## config.mk

```make
export PLATFORM = sky130hd
export DESIGN_NAME = sbp_port
export DESIGN_NICKNAME = d
export VERILOG_FILES = /design/src/design/sbp_pkg.sv /design/src/design/sbp_port.sv /design/src/design/sbp_sync.sv /design/src/design/sbp_ref_div.sv
export SDC_FILE = /design/constraint.sdc
export NUM_CORES = 1
export LEC_CHECK = 0
export BUFFER_PORTS_ARGS = -buffer_cell sky130_fd_sc_hd__buf_2
export CAP_MARGIN = 40
export CORE_ASPECT_RATIO = 1.1
export CORE_MARGIN = 2
export CORE_UTILIZATION = 60
export DETAILED_ROUTE_END_ITERATION = 8
export GPL_TIMING_DRIVEN = 0
export PLACE_DENSITY = 0.9
export SYNTH_ARGS = -nofsm -noshare
export SYNTH_HDL_FRONTEND = slang
export SYNTH_SLANG_ARGS = --single-unit
```

## constraint.sdc

```tcl
create_clock -name mclk -period 3.4 [get_ports mclk]
set_input_delay 0.85 -clock mclk [delete_from_list [all_inputs] [get_ports mclk]]
set_output_delay 0.85 -clock mclk [all_outputs]
set_load 0.02 [all_outputs]
```

## src/design/sbp_pkg.sv

```systemverilog
/*
 * Shared constants and types of the synthesizer programming port.
 * Assumes a single system clock; every pin input is synchronised first.
 */
`default_nettype none

package sbp_pkg;

   // ---------------------------------------------------------------
   // Pin vector layout after synchronisation
   // ---------------------------------------------------------------
   localparam int SBP_PIN_COUNT = 7;
   localparam int SBP_PIN_SCL   = 0;
   localparam int SBP_PIN_SDA   = 1;
   localparam int SBP_PIN_ENA   = 2;
   localparam int SBP_PIN_AB1   = 3;
   localparam int SBP_PIN_AB2   = 4;
   localparam int SBP_PIN_LOCK  = 5;
   localparam int SBP_PIN_REF   = 6;

   // ---------------------------------------------------------------
   // Two-wire framing
   // ---------------------------------------------------------------
   localparam logic [4:0] SBP_ADDR_FIXED = 5'h18;
   localparam logic       SBP_WRITE_BIT  = 1'h0;
   localparam logic [3:0] SBP_BYTE_BITS  = 4'h8;
   localparam int         SBP_BYTE_MSB   = 7;
   localparam int         SBP_DIV_HI_MSB = 6;

   // Loop control byte fields
   localparam int SBP_LCB_PCH = 6;
   localparam int SBP_LCB_DT  = 5;
   localparam int SBP_LCB_CPO = 4;
   localparam int SBP_LCB_VDO = 0;

   // Switch byte fields
   localparam int SBP_SWB_S7  = 7;
   localparam int SBP_SWB_S6  = 6;
   localparam int SBP_SWB_S5  = 5;
   localparam int SBP_SWB_S4  = 4;
   localparam int SBP_SWB_S1  = 1;

   // ---------------------------------------------------------------
   // Divider and three-wire word
   // ---------------------------------------------------------------
   localparam int         SBP_DIV_WIDTH = 15;
   localparam logic [4:0] SBP_TW_BITS   = 5'h13;
   localparam int         SBP_TW_S7     = 18;
   localparam int         SBP_TW_S6     = 17;
   localparam int         SBP_TW_S5     = 16;
   localparam int         SBP_TW_S4     = 15;
   localparam int         SBP_REF_RATIO = 512;
   localparam logic [1:0] SBP_ARM_COUNT = 2'h3;

   localparam logic [SBP_DIV_WIDTH-1:0] SBP_DIV_RESET = 15'h0000;

   // ---------------------------------------------------------------
   // Types
   // ---------------------------------------------------------------
   typedef struct packed {
      logic pump_current_high;
      logic divider_test;
      logic charge_pump_off;
      logic varicap_driver_off;
   } sbp_loop_t;

   typedef struct packed {
      logic seven;
      logic six;
      logic five;
      logic four;
      logic one;
   } sbp_switch_t;

   typedef enum logic [2:0] {
      SBP_IDLE = 3'b000,
      SBP_ADDR = 3'b001,
      SBP_AACK = 3'b010,
      SBP_DATA = 3'b011,
      SBP_DACK = 3'b100
   } sbp_i2c_state_t;

   localparam sbp_loop_t   SBP_LOOP_RESET   = '{default: 1'b0};
   localparam sbp_switch_t SBP_SWITCH_RESET = '{default: 1'b0};

endpackage

`default_nettype wire

```

## src/design/sbp_port.sv

```systemverilog
/*
 * Programming front end of a tuner synthesizer: two-wire slave and
 * three-wire shift port on shared pins, with divider and control latches.
 * Assumes the analogue address decoder presents the two address bits as
 * levels and that the lock detector presents a lock level.
 */
`default_nettype none

module sbp_port
   import sbp_pkg::*;
#(
   parameter int DIV_WIDTH = SBP_DIV_WIDTH,
   parameter int REF_RATIO = SBP_REF_RATIO
) (
   input  wire logic                 mclk,
   input  wire logic                 rst_n,
   input  wire logic                 scl_in,
   input  wire logic                 sda_in,
   output var  logic                 sda_out,
   output var  logic                 sda_oe_n,
   input  wire logic                 address_select_enable,
   input  wire logic                 address_bit_one,
   input  wire logic                 address_bit_two,
   input  wire logic                 lock_detect_in,
   input  wire logic                 ref_osc_in,
   output var  logic [DIV_WIDTH-1:0] divider_bits,
   output var  sbp_loop_t            loop_control,
   output var  sbp_switch_t          switch_out,
   output var  sbp_switch_t          switch_oe_n,
   output var  logic                 three_wire_mode,
   output var  logic                 ref_compare_pulse
);

   // ---------------------------------------------------------------
   // Pin synchronisation and edge detection
   // ---------------------------------------------------------------
   logic [SBP_PIN_COUNT-1:0] pins_raw;
   logic [SBP_PIN_COUNT-1:0] pins_sync;
   logic scl_s, sda_s, ena_s, ab1_s, ab2_s, lock_s;
   logic scl_prev_reg, sda_prev_reg, ena_prev_reg;
   logic [1:0] arm_cnt_reg;
   logic armed;
   logic scl_rise, scl_fall, ena_rise, ena_fall;
   logic start_cond, stop_cond, i2c_start;

   assign pins_raw[SBP_PIN_SCL]  = scl_in;
   assign pins_raw[SBP_PIN_SDA]  = sda_in;
   assign pins_raw[SBP_PIN_ENA]  = address_select_enable;
   assign pins_raw[SBP_PIN_AB1]  = address_bit_one;
   assign pins_raw[SBP_PIN_AB2]  = address_bit_two;
   assign pins_raw[SBP_PIN_LOCK] = lock_detect_in;
   assign pins_raw[SBP_PIN_REF]  = ref_osc_in;

   sbp_sync #(
      .WIDTH    (SBP_PIN_COUNT)
   ) u_sync (
      .mclk     (mclk),
      .rst_n    (rst_n),
      .pin_in   (pins_raw),
      .pin_sync (pins_sync)
   );

   sbp_ref_div #(
      .RATIO         (REF_RATIO)
   ) u_ref_div (
      .mclk          (mclk),
      .rst_n         (rst_n),
      .ref_level     (pins_sync[SBP_PIN_REF]),
      .compare_pulse (ref_compare_pulse)
   );

   assign scl_s  = pins_sync[SBP_PIN_SCL];
   assign sda_s  = pins_sync[SBP_PIN_SDA];
   assign ena_s  = pins_sync[SBP_PIN_ENA];
   assign ab1_s  = pins_sync[SBP_PIN_AB1];
   assign ab2_s  = pins_sync[SBP_PIN_AB2];
   assign lock_s = pins_sync[SBP_PIN_LOCK];

   // Edges are held off until the synchroniser has filled, so a pin
   // resting high at power-up is not mistaken for an enable edge
   always_ff @(posedge mclk or negedge rst_n) begin
      if (!rst_n) begin
         arm_cnt_reg <= 2'h0;
      end else if (arm_cnt_reg != SBP_ARM_COUNT) begin
         arm_cnt_reg <= arm_cnt_reg + 2'h1;
      end
   end

   assign armed = (arm_cnt_reg == SBP_ARM_COUNT);

   always_ff @(posedge mclk or negedge rst_n) begin
      if (!rst_n) begin
         scl_prev_reg <= 1'b0;
         sda_prev_reg <= 1'b0;
         ena_prev_reg <= 1'b0;
      end else begin
         scl_prev_reg <= scl_s;
         sda_prev_reg <= sda_s;
         ena_prev_reg <= ena_s;
      end
   end

   assign scl_rise   = armed & scl_s & ~scl_prev_reg;
   assign scl_fall   = armed & ~scl_s & scl_prev_reg;
   assign ena_rise   = armed & ena_s & ~ena_prev_reg;
   assign ena_fall   = armed & ~ena_s & ena_prev_reg;
   assign start_cond = armed & scl_s & scl_prev_reg & sda_prev_reg & ~sda_s;
   assign stop_cond  = armed & scl_s & scl_prev_reg & ~sda_prev_reg & sda_s;

   // A start seen inside an open three-wire enable window is just data
   assign i2c_start  = start_cond & ~(three_wire_mode & ena_s);

   // ---------------------------------------------------------------
   // Bus format detection
   // ---------------------------------------------------------------
   // The address pin is static in two-wire use, so a rising enable edge
   // means three-wire; a two-wire start takes the port back
   always_ff @(posedge mclk or negedge rst_n) begin
      if (!rst_n) begin
         three_wire_mode <= 1'b0;
      end else if (ena_rise) begin
         three_wire_mode <= 1'b1;
      end else if (i2c_start) begin
         three_wire_mode <= 1'b0;
      end
   end

   // ---------------------------------------------------------------
   // Two-wire slave
   // ---------------------------------------------------------------
   sbp_i2c_state_t state_reg;
   logic [3:0]     bit_cnt_reg;
   logic [7:0]     shift_reg;
   logic           ack_reg;
   logic [7:0]     own_address;
   logic           addr_match;
   logic           byte_commit;

   // Address bits come from the address pin decoder in this mode
   assign own_address = {SBP_ADDR_FIXED, ab1_s, ab2_s, SBP_WRITE_BIT};
   assign addr_match  = (shift_reg == own_address);
   assign byte_commit = (state_reg == SBP_DACK) & scl_fall;

   always_ff @(posedge mclk or negedge rst_n) begin
      if (!rst_n) begin
         state_reg   <= SBP_IDLE;
         bit_cnt_reg <= 4'h0;
         shift_reg   <= 8'h00;
         ack_reg     <= 1'b0;
      end else if (stop_cond || (three_wire_mode && !i2c_start)) begin
         state_reg <= SBP_IDLE;
         ack_reg   <= 1'b0;
      end else if (i2c_start) begin
         state_reg   <= SBP_ADDR;
         bit_cnt_reg <= 4'h0;
         ack_reg     <= 1'b0;
      end else begin
         case (state_reg)
            SBP_ADDR, SBP_DATA: begin
               if (scl_rise && bit_cnt_reg != SBP_BYTE_BITS) begin
                  shift_reg   <= {shift_reg[6:0], sda_s};
                  bit_cnt_reg <= bit_cnt_reg + 4'h1;
               end else if (scl_fall && bit_cnt_reg == SBP_BYTE_BITS) begin
                  if (state_reg == SBP_DATA) begin
                     state_reg <= SBP_DACK;
                     ack_reg   <= 1'b1;
                  end else if (addr_match) begin
                     state_reg <= SBP_AACK;
                     ack_reg   <= 1'b1;
                  end else begin
                     state_reg <= SBP_IDLE;
                  end
               end
            end
            SBP_AACK, SBP_DACK: begin
               if (scl_fall) begin
                  state_reg   <= SBP_DATA;
                  bit_cnt_reg <= 4'h0;
                  ack_reg     <= 1'b0;
               end
            end
            default: begin
               ack_reg <= 1'b0;
            end
         endcase
      end
   end

   // Open-drain data line: only ever pulled low
   assign sda_out  = 1'b0;
   assign sda_oe_n = ~ack_reg;

   // ---------------------------------------------------------------
   // Data byte pairing
   // ---------------------------------------------------------------
   logic       pair_second_reg;
   logic       pair_ctrl_reg;
   logic [6:0] div_high_reg;
   sbp_loop_t  loop_reg;
   logic       tw_latch;
   logic [18:0] tw_shift_reg;
   logic [4:0] tw_cnt_reg;

   always_ff @(posedge mclk or negedge rst_n) begin
      if (!rst_n) begin
         pair_second_reg <= 1'b0;
         pair_ctrl_reg   <= 1'b0;
         div_high_reg    <= 7'h00;
         loop_reg        <= SBP_LOOP_RESET;
      end else if (i2c_start) begin
         pair_second_reg <= 1'b0;
      end else if (byte_commit) begin
         pair_second_reg <= ~pair_second_reg;
         if (!pair_second_reg) begin
            pair_ctrl_reg <= shift_reg[SBP_BYTE_MSB];
            if (!shift_reg[SBP_BYTE_MSB]) begin
               div_high_reg <= shift_reg[SBP_DIV_HI_MSB:0];
            end else begin
               // Unused bits 3..1 are dropped
               loop_reg.pump_current_high  <= shift_reg[SBP_LCB_PCH];
               loop_reg.divider_test       <= shift_reg[SBP_LCB_DT];
               loop_reg.charge_pump_off    <= shift_reg[SBP_LCB_CPO];
               loop_reg.varicap_driver_off <= shift_reg[SBP_LCB_VDO];
            end
         end
      end
   end

   // ---------------------------------------------------------------
   // Three-wire shift port
   // ---------------------------------------------------------------
   // Counter saturates so that a long burst can never wrap back to 19
   always_ff @(posedge mclk or negedge rst_n) begin
      if (!rst_n) begin
         tw_shift_reg <= 19'h00000;
         tw_cnt_reg   <= 5'h00;
      end else if (ena_rise) begin
         tw_cnt_reg <= 5'h00;
      end else if (three_wire_mode && ena_s && scl_fall) begin
         tw_shift_reg <= {tw_shift_reg[17:0], sda_s};
         if (tw_cnt_reg != 5'h1f) begin
            tw_cnt_reg <= tw_cnt_reg + 5'h01;
         end
      end
   end

   assign tw_latch = three_wire_mode & ena_fall & (tw_cnt_reg == SBP_TW_BITS);

   // ---------------------------------------------------------------
   // Divider and switch latches
   // ---------------------------------------------------------------
   sbp_switch_t switch_reg;

   always_ff @(posedge mclk or negedge rst_n) begin
      if (!rst_n) begin
         divider_bits <= SBP_DIV_RESET;
         switch_reg   <= SBP_SWITCH_RESET;
      end else if (tw_latch) begin
         divider_bits     <= tw_shift_reg[DIV_WIDTH-1:0];
         switch_reg.seven <= tw_shift_reg[SBP_TW_S7];
         switch_reg.six   <= tw_shift_reg[SBP_TW_S6];
         switch_reg.five  <= tw_shift_reg[SBP_TW_S5];
         switch_reg.four  <= tw_shift_reg[SBP_TW_S4];
      end else if (byte_commit && pair_second_reg) begin
         if (!pair_ctrl_reg) begin
            // Plain binary ratio, applied as one whole value
            divider_bits <= {div_high_reg, shift_reg};
         end else begin
            switch_reg.seven <= shift_reg[SBP_SWB_S7];
            switch_reg.six   <= shift_reg[SBP_SWB_S6];
            switch_reg.five  <= shift_reg[SBP_SWB_S5];
            switch_reg.four  <= shift_reg[SBP_SWB_S4];
            switch_reg.one   <= shift_reg[SBP_SWB_S1];
         end
      end
   end

   // ---------------------------------------------------------------
   // Output stage
   // ---------------------------------------------------------------
   // Registered so the analogue side never sees a decode glitch
   always_ff @(posedge mclk or negedge rst_n) begin
      if (!rst_n) begin
         loop_control <= SBP_LOOP_RESET;
      end else begin
         loop_control <= loop_reg;
         loop_control.pump_current_high <=
            three_wire_mode | loop_reg.pump_current_high;
      end
   end

   always_ff @(posedge mclk or negedge rst_n) begin
      if (!rst_n) begin
         switch_oe_n <= '{default: 1'b1};
      end else begin
         switch_oe_n.seven <= ~switch_reg.seven;
         switch_oe_n.six   <= ~switch_reg.six;
         switch_oe_n.five  <= ~switch_reg.five;
         switch_oe_n.four  <= ~switch_reg.four;
         switch_oe_n.one   <= three_wire_mode ? ~lock_s
                                              : ~switch_reg.one;
      end
   end

   // Open-collector outputs only ever sink
   assign switch_out = SBP_SWITCH_RESET;

endmodule

`default_nettype wire

```

## src/design/sbp_sync.sv

```systemverilog
/*
 * Two flip-flop synchroniser for a vector of unrelated pin levels.
 * Assumes each bit is a slow level; no bus coherence between bits.
 */
`default_nettype none

module sbp_sync
   import sbp_pkg::*;
#(
   parameter int WIDTH = 1
) (
   input  wire logic             mclk,
   input  wire logic             rst_n,
   input  wire logic [WIDTH-1:0] pin_in,
   output var  logic [WIDTH-1:0] pin_sync
);

   logic [WIDTH-1:0] meta_reg;

   // First stage is read only by the second
   always_ff @(posedge mclk or negedge rst_n) begin
      if (!rst_n) begin
         meta_reg <= '0;
         pin_sync <= '0;
      end else begin
         meta_reg <= pin_in;
         pin_sync <= meta_reg;
      end
   end

endmodule

`default_nettype wire

```

## src/design/sbp_ref_div.sv

```systemverilog
/*
 * Fixed reference divider: counts rising edges of the sampled reference
 * oscillator and emits one comparison pulse per RATIO edges.
 * Assumes the reference is already synchronised and well below mclk/2.
 */
`default_nettype none

module sbp_ref_div
   import sbp_pkg::*;
#(
   parameter int RATIO = SBP_REF_RATIO
) (
   input  wire logic mclk,
   input  wire logic rst_n,
   input  wire logic ref_level,
   output var  logic compare_pulse
);

   localparam int CW = $clog2(RATIO);
   localparam logic [CW-1:0] LAST = CW'(RATIO - 1);

   logic          ref_prev_reg;
   logic [CW-1:0] count_reg;
   logic          ref_rise;

   assign ref_rise = ref_level & ~ref_prev_reg;

   always_ff @(posedge mclk or negedge rst_n) begin
      if (!rst_n) begin
         ref_prev_reg  <= 1'b0;
         count_reg     <= '0;
         compare_pulse <= 1'b0;
      end else begin
         ref_prev_reg  <= ref_level;
         compare_pulse <= ref_rise && (count_reg == LAST);
         if (ref_rise) begin
            count_reg <= (count_reg == LAST) ? '0 : count_reg + 1'b1;
         end
      end
   end

endmodule

`default_nettype wire

```

==> flow_summary.toml <==
[outcome]
status = "finished clean"

[routing]
vias_per_std_cell = 5.70
drt_pass1_iterations = 4
wire_per_inst_um = 17.7
detailroute.via_count = 3144
drt_drc_violations_left = 0
totalWireLength_um = 9770
dr.first_iter.drc_count = 195
antenna_violation_net_count_after_detailed_routing = 0

[clock_tree]
cts_resized = 0
ctsLongestPathBuffers = 2
worst_skew_pair.late_latency_ns = 0.52
cts.hold.buffers_added = 0
tritoncts = "yes"
clk_transition_reported_paths_ns = 0.06
clock_tree.htree_level_count = 4
clockRootBuffer = "sky130_fd_sc_hd__clkbuf_8"
postCtsSetupBuffers = 0
cts_buffers = 17
cts.sinks = 113

[critical_path]
setup_cp_type = "register to register"
crit_path_end_kind = "register"
critical-path-max-stage-delay_ns = 0.41
ff_to_ff_path_depth = 9
worst-path-max-fanout = 8
worstPathCellList = "ha_1 -> and3_1 -> and3_1 -> and3_1 -> ha_1 -> clkbuf_1 -> nor2_1 -> nand2_1 -> o21ai_0"
timing.critical_path.max_delay_family = "simple AND/OR/NAND/NOR gates"
crit_cells = 9
critPathLaunchType = "register"
critical_path_required_ns = 3.82
path_buf_inv = 1
worst_path_most_repeated_cell = "sky130_fd_sc_hd__and3_1"
cp_data_arrival_time_ns = 2.77
critPathSlowestCell = "sky130_fd_sc_hd__dfrtp_1"

[yosys]
synthesized_instance_count = 371
synth.most_common_cell = "sky130_fd_sc_hd__dfrtp_1"
synth_top_cells_by_count = "sky130_fd_sc_hd__dfrtp_1 (108), sky130_fd_sc_hd__mux2_2 (70), sky130_fd_sc_hd__o21ai_0 (20)"
yosysUniqueCellTypes = 61
synthFlopType = "sky130_fd_sc_hd__dfrtp_1"
async_reset_ff_frac = 1.00
post_synth_instance_area_sq_um = 4910
post_synth_edffs = 0
synth.top_cells.by_area = "sky130_fd_sc_hd__dfrtp_1 (55%), sky130_fd_sc_hd__mux2_2 (16%), sky130_fd_sc_hd__dfstp_2 (2.7%)"
avgSynthCellArea_sq_um = 13.2
synth_top_area_cell = "sky130_fd_sc_hd__dfrtp_1"
synth_largest_type_area_fraction = 0.550
yosysWarnings = 0
synth_seq_area_share = 0.577
number_of_register_bits_inferred_by_synthesis = 113

[timing]
crit_path_time_final_ns = 2.35
fin_tns_setup_ns = 0
final.setup_skew_ns = 0.00969
timing.final.hold_violations = 0
number_of_max_slew_violations_in_the_final_report = 0
final-setup-viol-count = 0
grt_setup_unrepaired = "false"
worst-slew-pin-transition_ns = 0.791
worst_path_setup_slack_after_routing_ns = 1.05
clock.fmax_mhz = 426
part_of_the_cycle_the_worst_path_needs = 0.691
relSlewSlack = 0.473

[final_layout]
number_of_flip_flops_in_the_largest_register = 19
post_route_cells_drive_above_1_share = 0.394
final_core_utilization = 0.740
num-fill-cells = 500
antennaDiodeCount = 0
stdcell_area_sq_um = 5850
layout-area-overhead-vs-synth_pct = 19.2
num-nets-final = 447

[die]
num_io_pins = 42
rows = 34
core_region_area_sq_um = 7910
design.die.area_sq_um = 8930
die_x_extent_um = 90.3
initial_standard_cell_utilization_of_the_core = 0.621
die_height_um = 98.9

[placement]
dp_hpwl_um = 6000
detailedPlace.worstSlack_ns = 1.10
place_area_sq_um = 5270
portBuffers = 35
gp_congestion = 0.837

[worst_hold_path]
timing.hold.worst.class = "register to register"
hold_path_depth = 0

[global_routing]
grt_start_max_net_pins = 64
grt_antenna_before_repair = 0
via_count_of_the_first_global_routing_pass = 3305
grtUsageTotal = 0.239
global_route.usage.met1 = 0.298
groute.layer.met3.usage = 0.0573
wire_length_of_the_first_global_routing_pass_um = 16600
global_route.usage.met2 = 0.414
top_usage_layer = "met2"
grt.overflow.total = 0

[flow_run]
cap_violations = 0

[power_and_ir_drop]
p_leak_uw = 0.00287
power_density_nw_per_um2 = 576
ir_drop_mv = 0.618
report_power, final:
group / switching [uW] / internal [uW]
registers: 60.9 / 1420
clock network: 643 / 1070
logic: 105 / 77.0
total: 809 / 2560
layout by cell type, fill, tap and decap left out, drive strengths merged, types with 4 or more instances in the layout:
master,synthesis,final
and3,6,6
clkinv,0,7
a21oi,6,6
dfrtp,108,108
o21ai,21,21
nand3,4,4
buf,18,54
ha,7,7
inv,12,15
dfstp,5,5
nor3,7,7
nor2,15,15
mux2,71,71
o31ai,4,4
mux2i,8,8
nand2,17,17
xnor2,5,5
conb,1,6
clkbuf,3,21
logic make-up after synthesis:
logic type               share of synthesized area
multiplexers                                 0.180
XOR/XNOR                                    0.0143
AO/OA/AOI/OAI                               0.0688
adder cells (fa/ha/maj)                     0.0178
other                                     0.000764
AND/OR/NAND/NOR                              0.100
flip-flops                                   0.577
buffers and inverters                       0.0410
final cells by class:
cell class,instances,area (sq um),area share
inverters,12,45.0,0.00770
clock buffers,18,428,0.0731
repair buffers,36,205,0.0351
well taps,108,135,0.0231
multi-input cells,230,1890,0.324
clock inverters,14,155,0.0265
flip-flops and latches,113,2830,0.484
plain buffers,21,156,0.0267
final timing paths:
check,slack (ns),startpoint,end
worst max-delay path,1.05,u_ref_div.count_reg[0],u_ref_div.count_reg[6]
worst min register to register,0.35,u_sync.meta_reg[3],u_sync.pin_sync[3]
min in group asynchronous,0.42,rst_n,arm_cnt_reg[1]
max in group asynchronous,2.27,rst_n,shift_reg[6]
worst max register to register,1.05,u_ref_div.count_reg[0],u_ref_div.count_reg[6]
worst min-delay path,0.35,u_sync.meta_reg[3],u_sync.pin_sync[3]
routing by layer:
layer | routed length (um) | part of all wire | up-vias
met1 | 4130 | 0.42 | 1585
met5 | 0 | 0 | -
met3 | 451 | 0.046 | 20
li1 | - | - | 1446
met4 | 144 | 0.015 | 0
met2 | 5040 | 0.52 | 93
through the flow:
step           hold WS (ns)  power [uW]  std cells
2_1_floorplan         0.331        1590        376
3_3_place_gp          0.332        1650        519
3_5_place_dp          0.337        1670        520
4_1_cts               0.354        3390        552
5_1_grt               0.360        3470        552
6_report              0.352        3370        552
No activity file was read; power rests on OpenSTA's default activity.
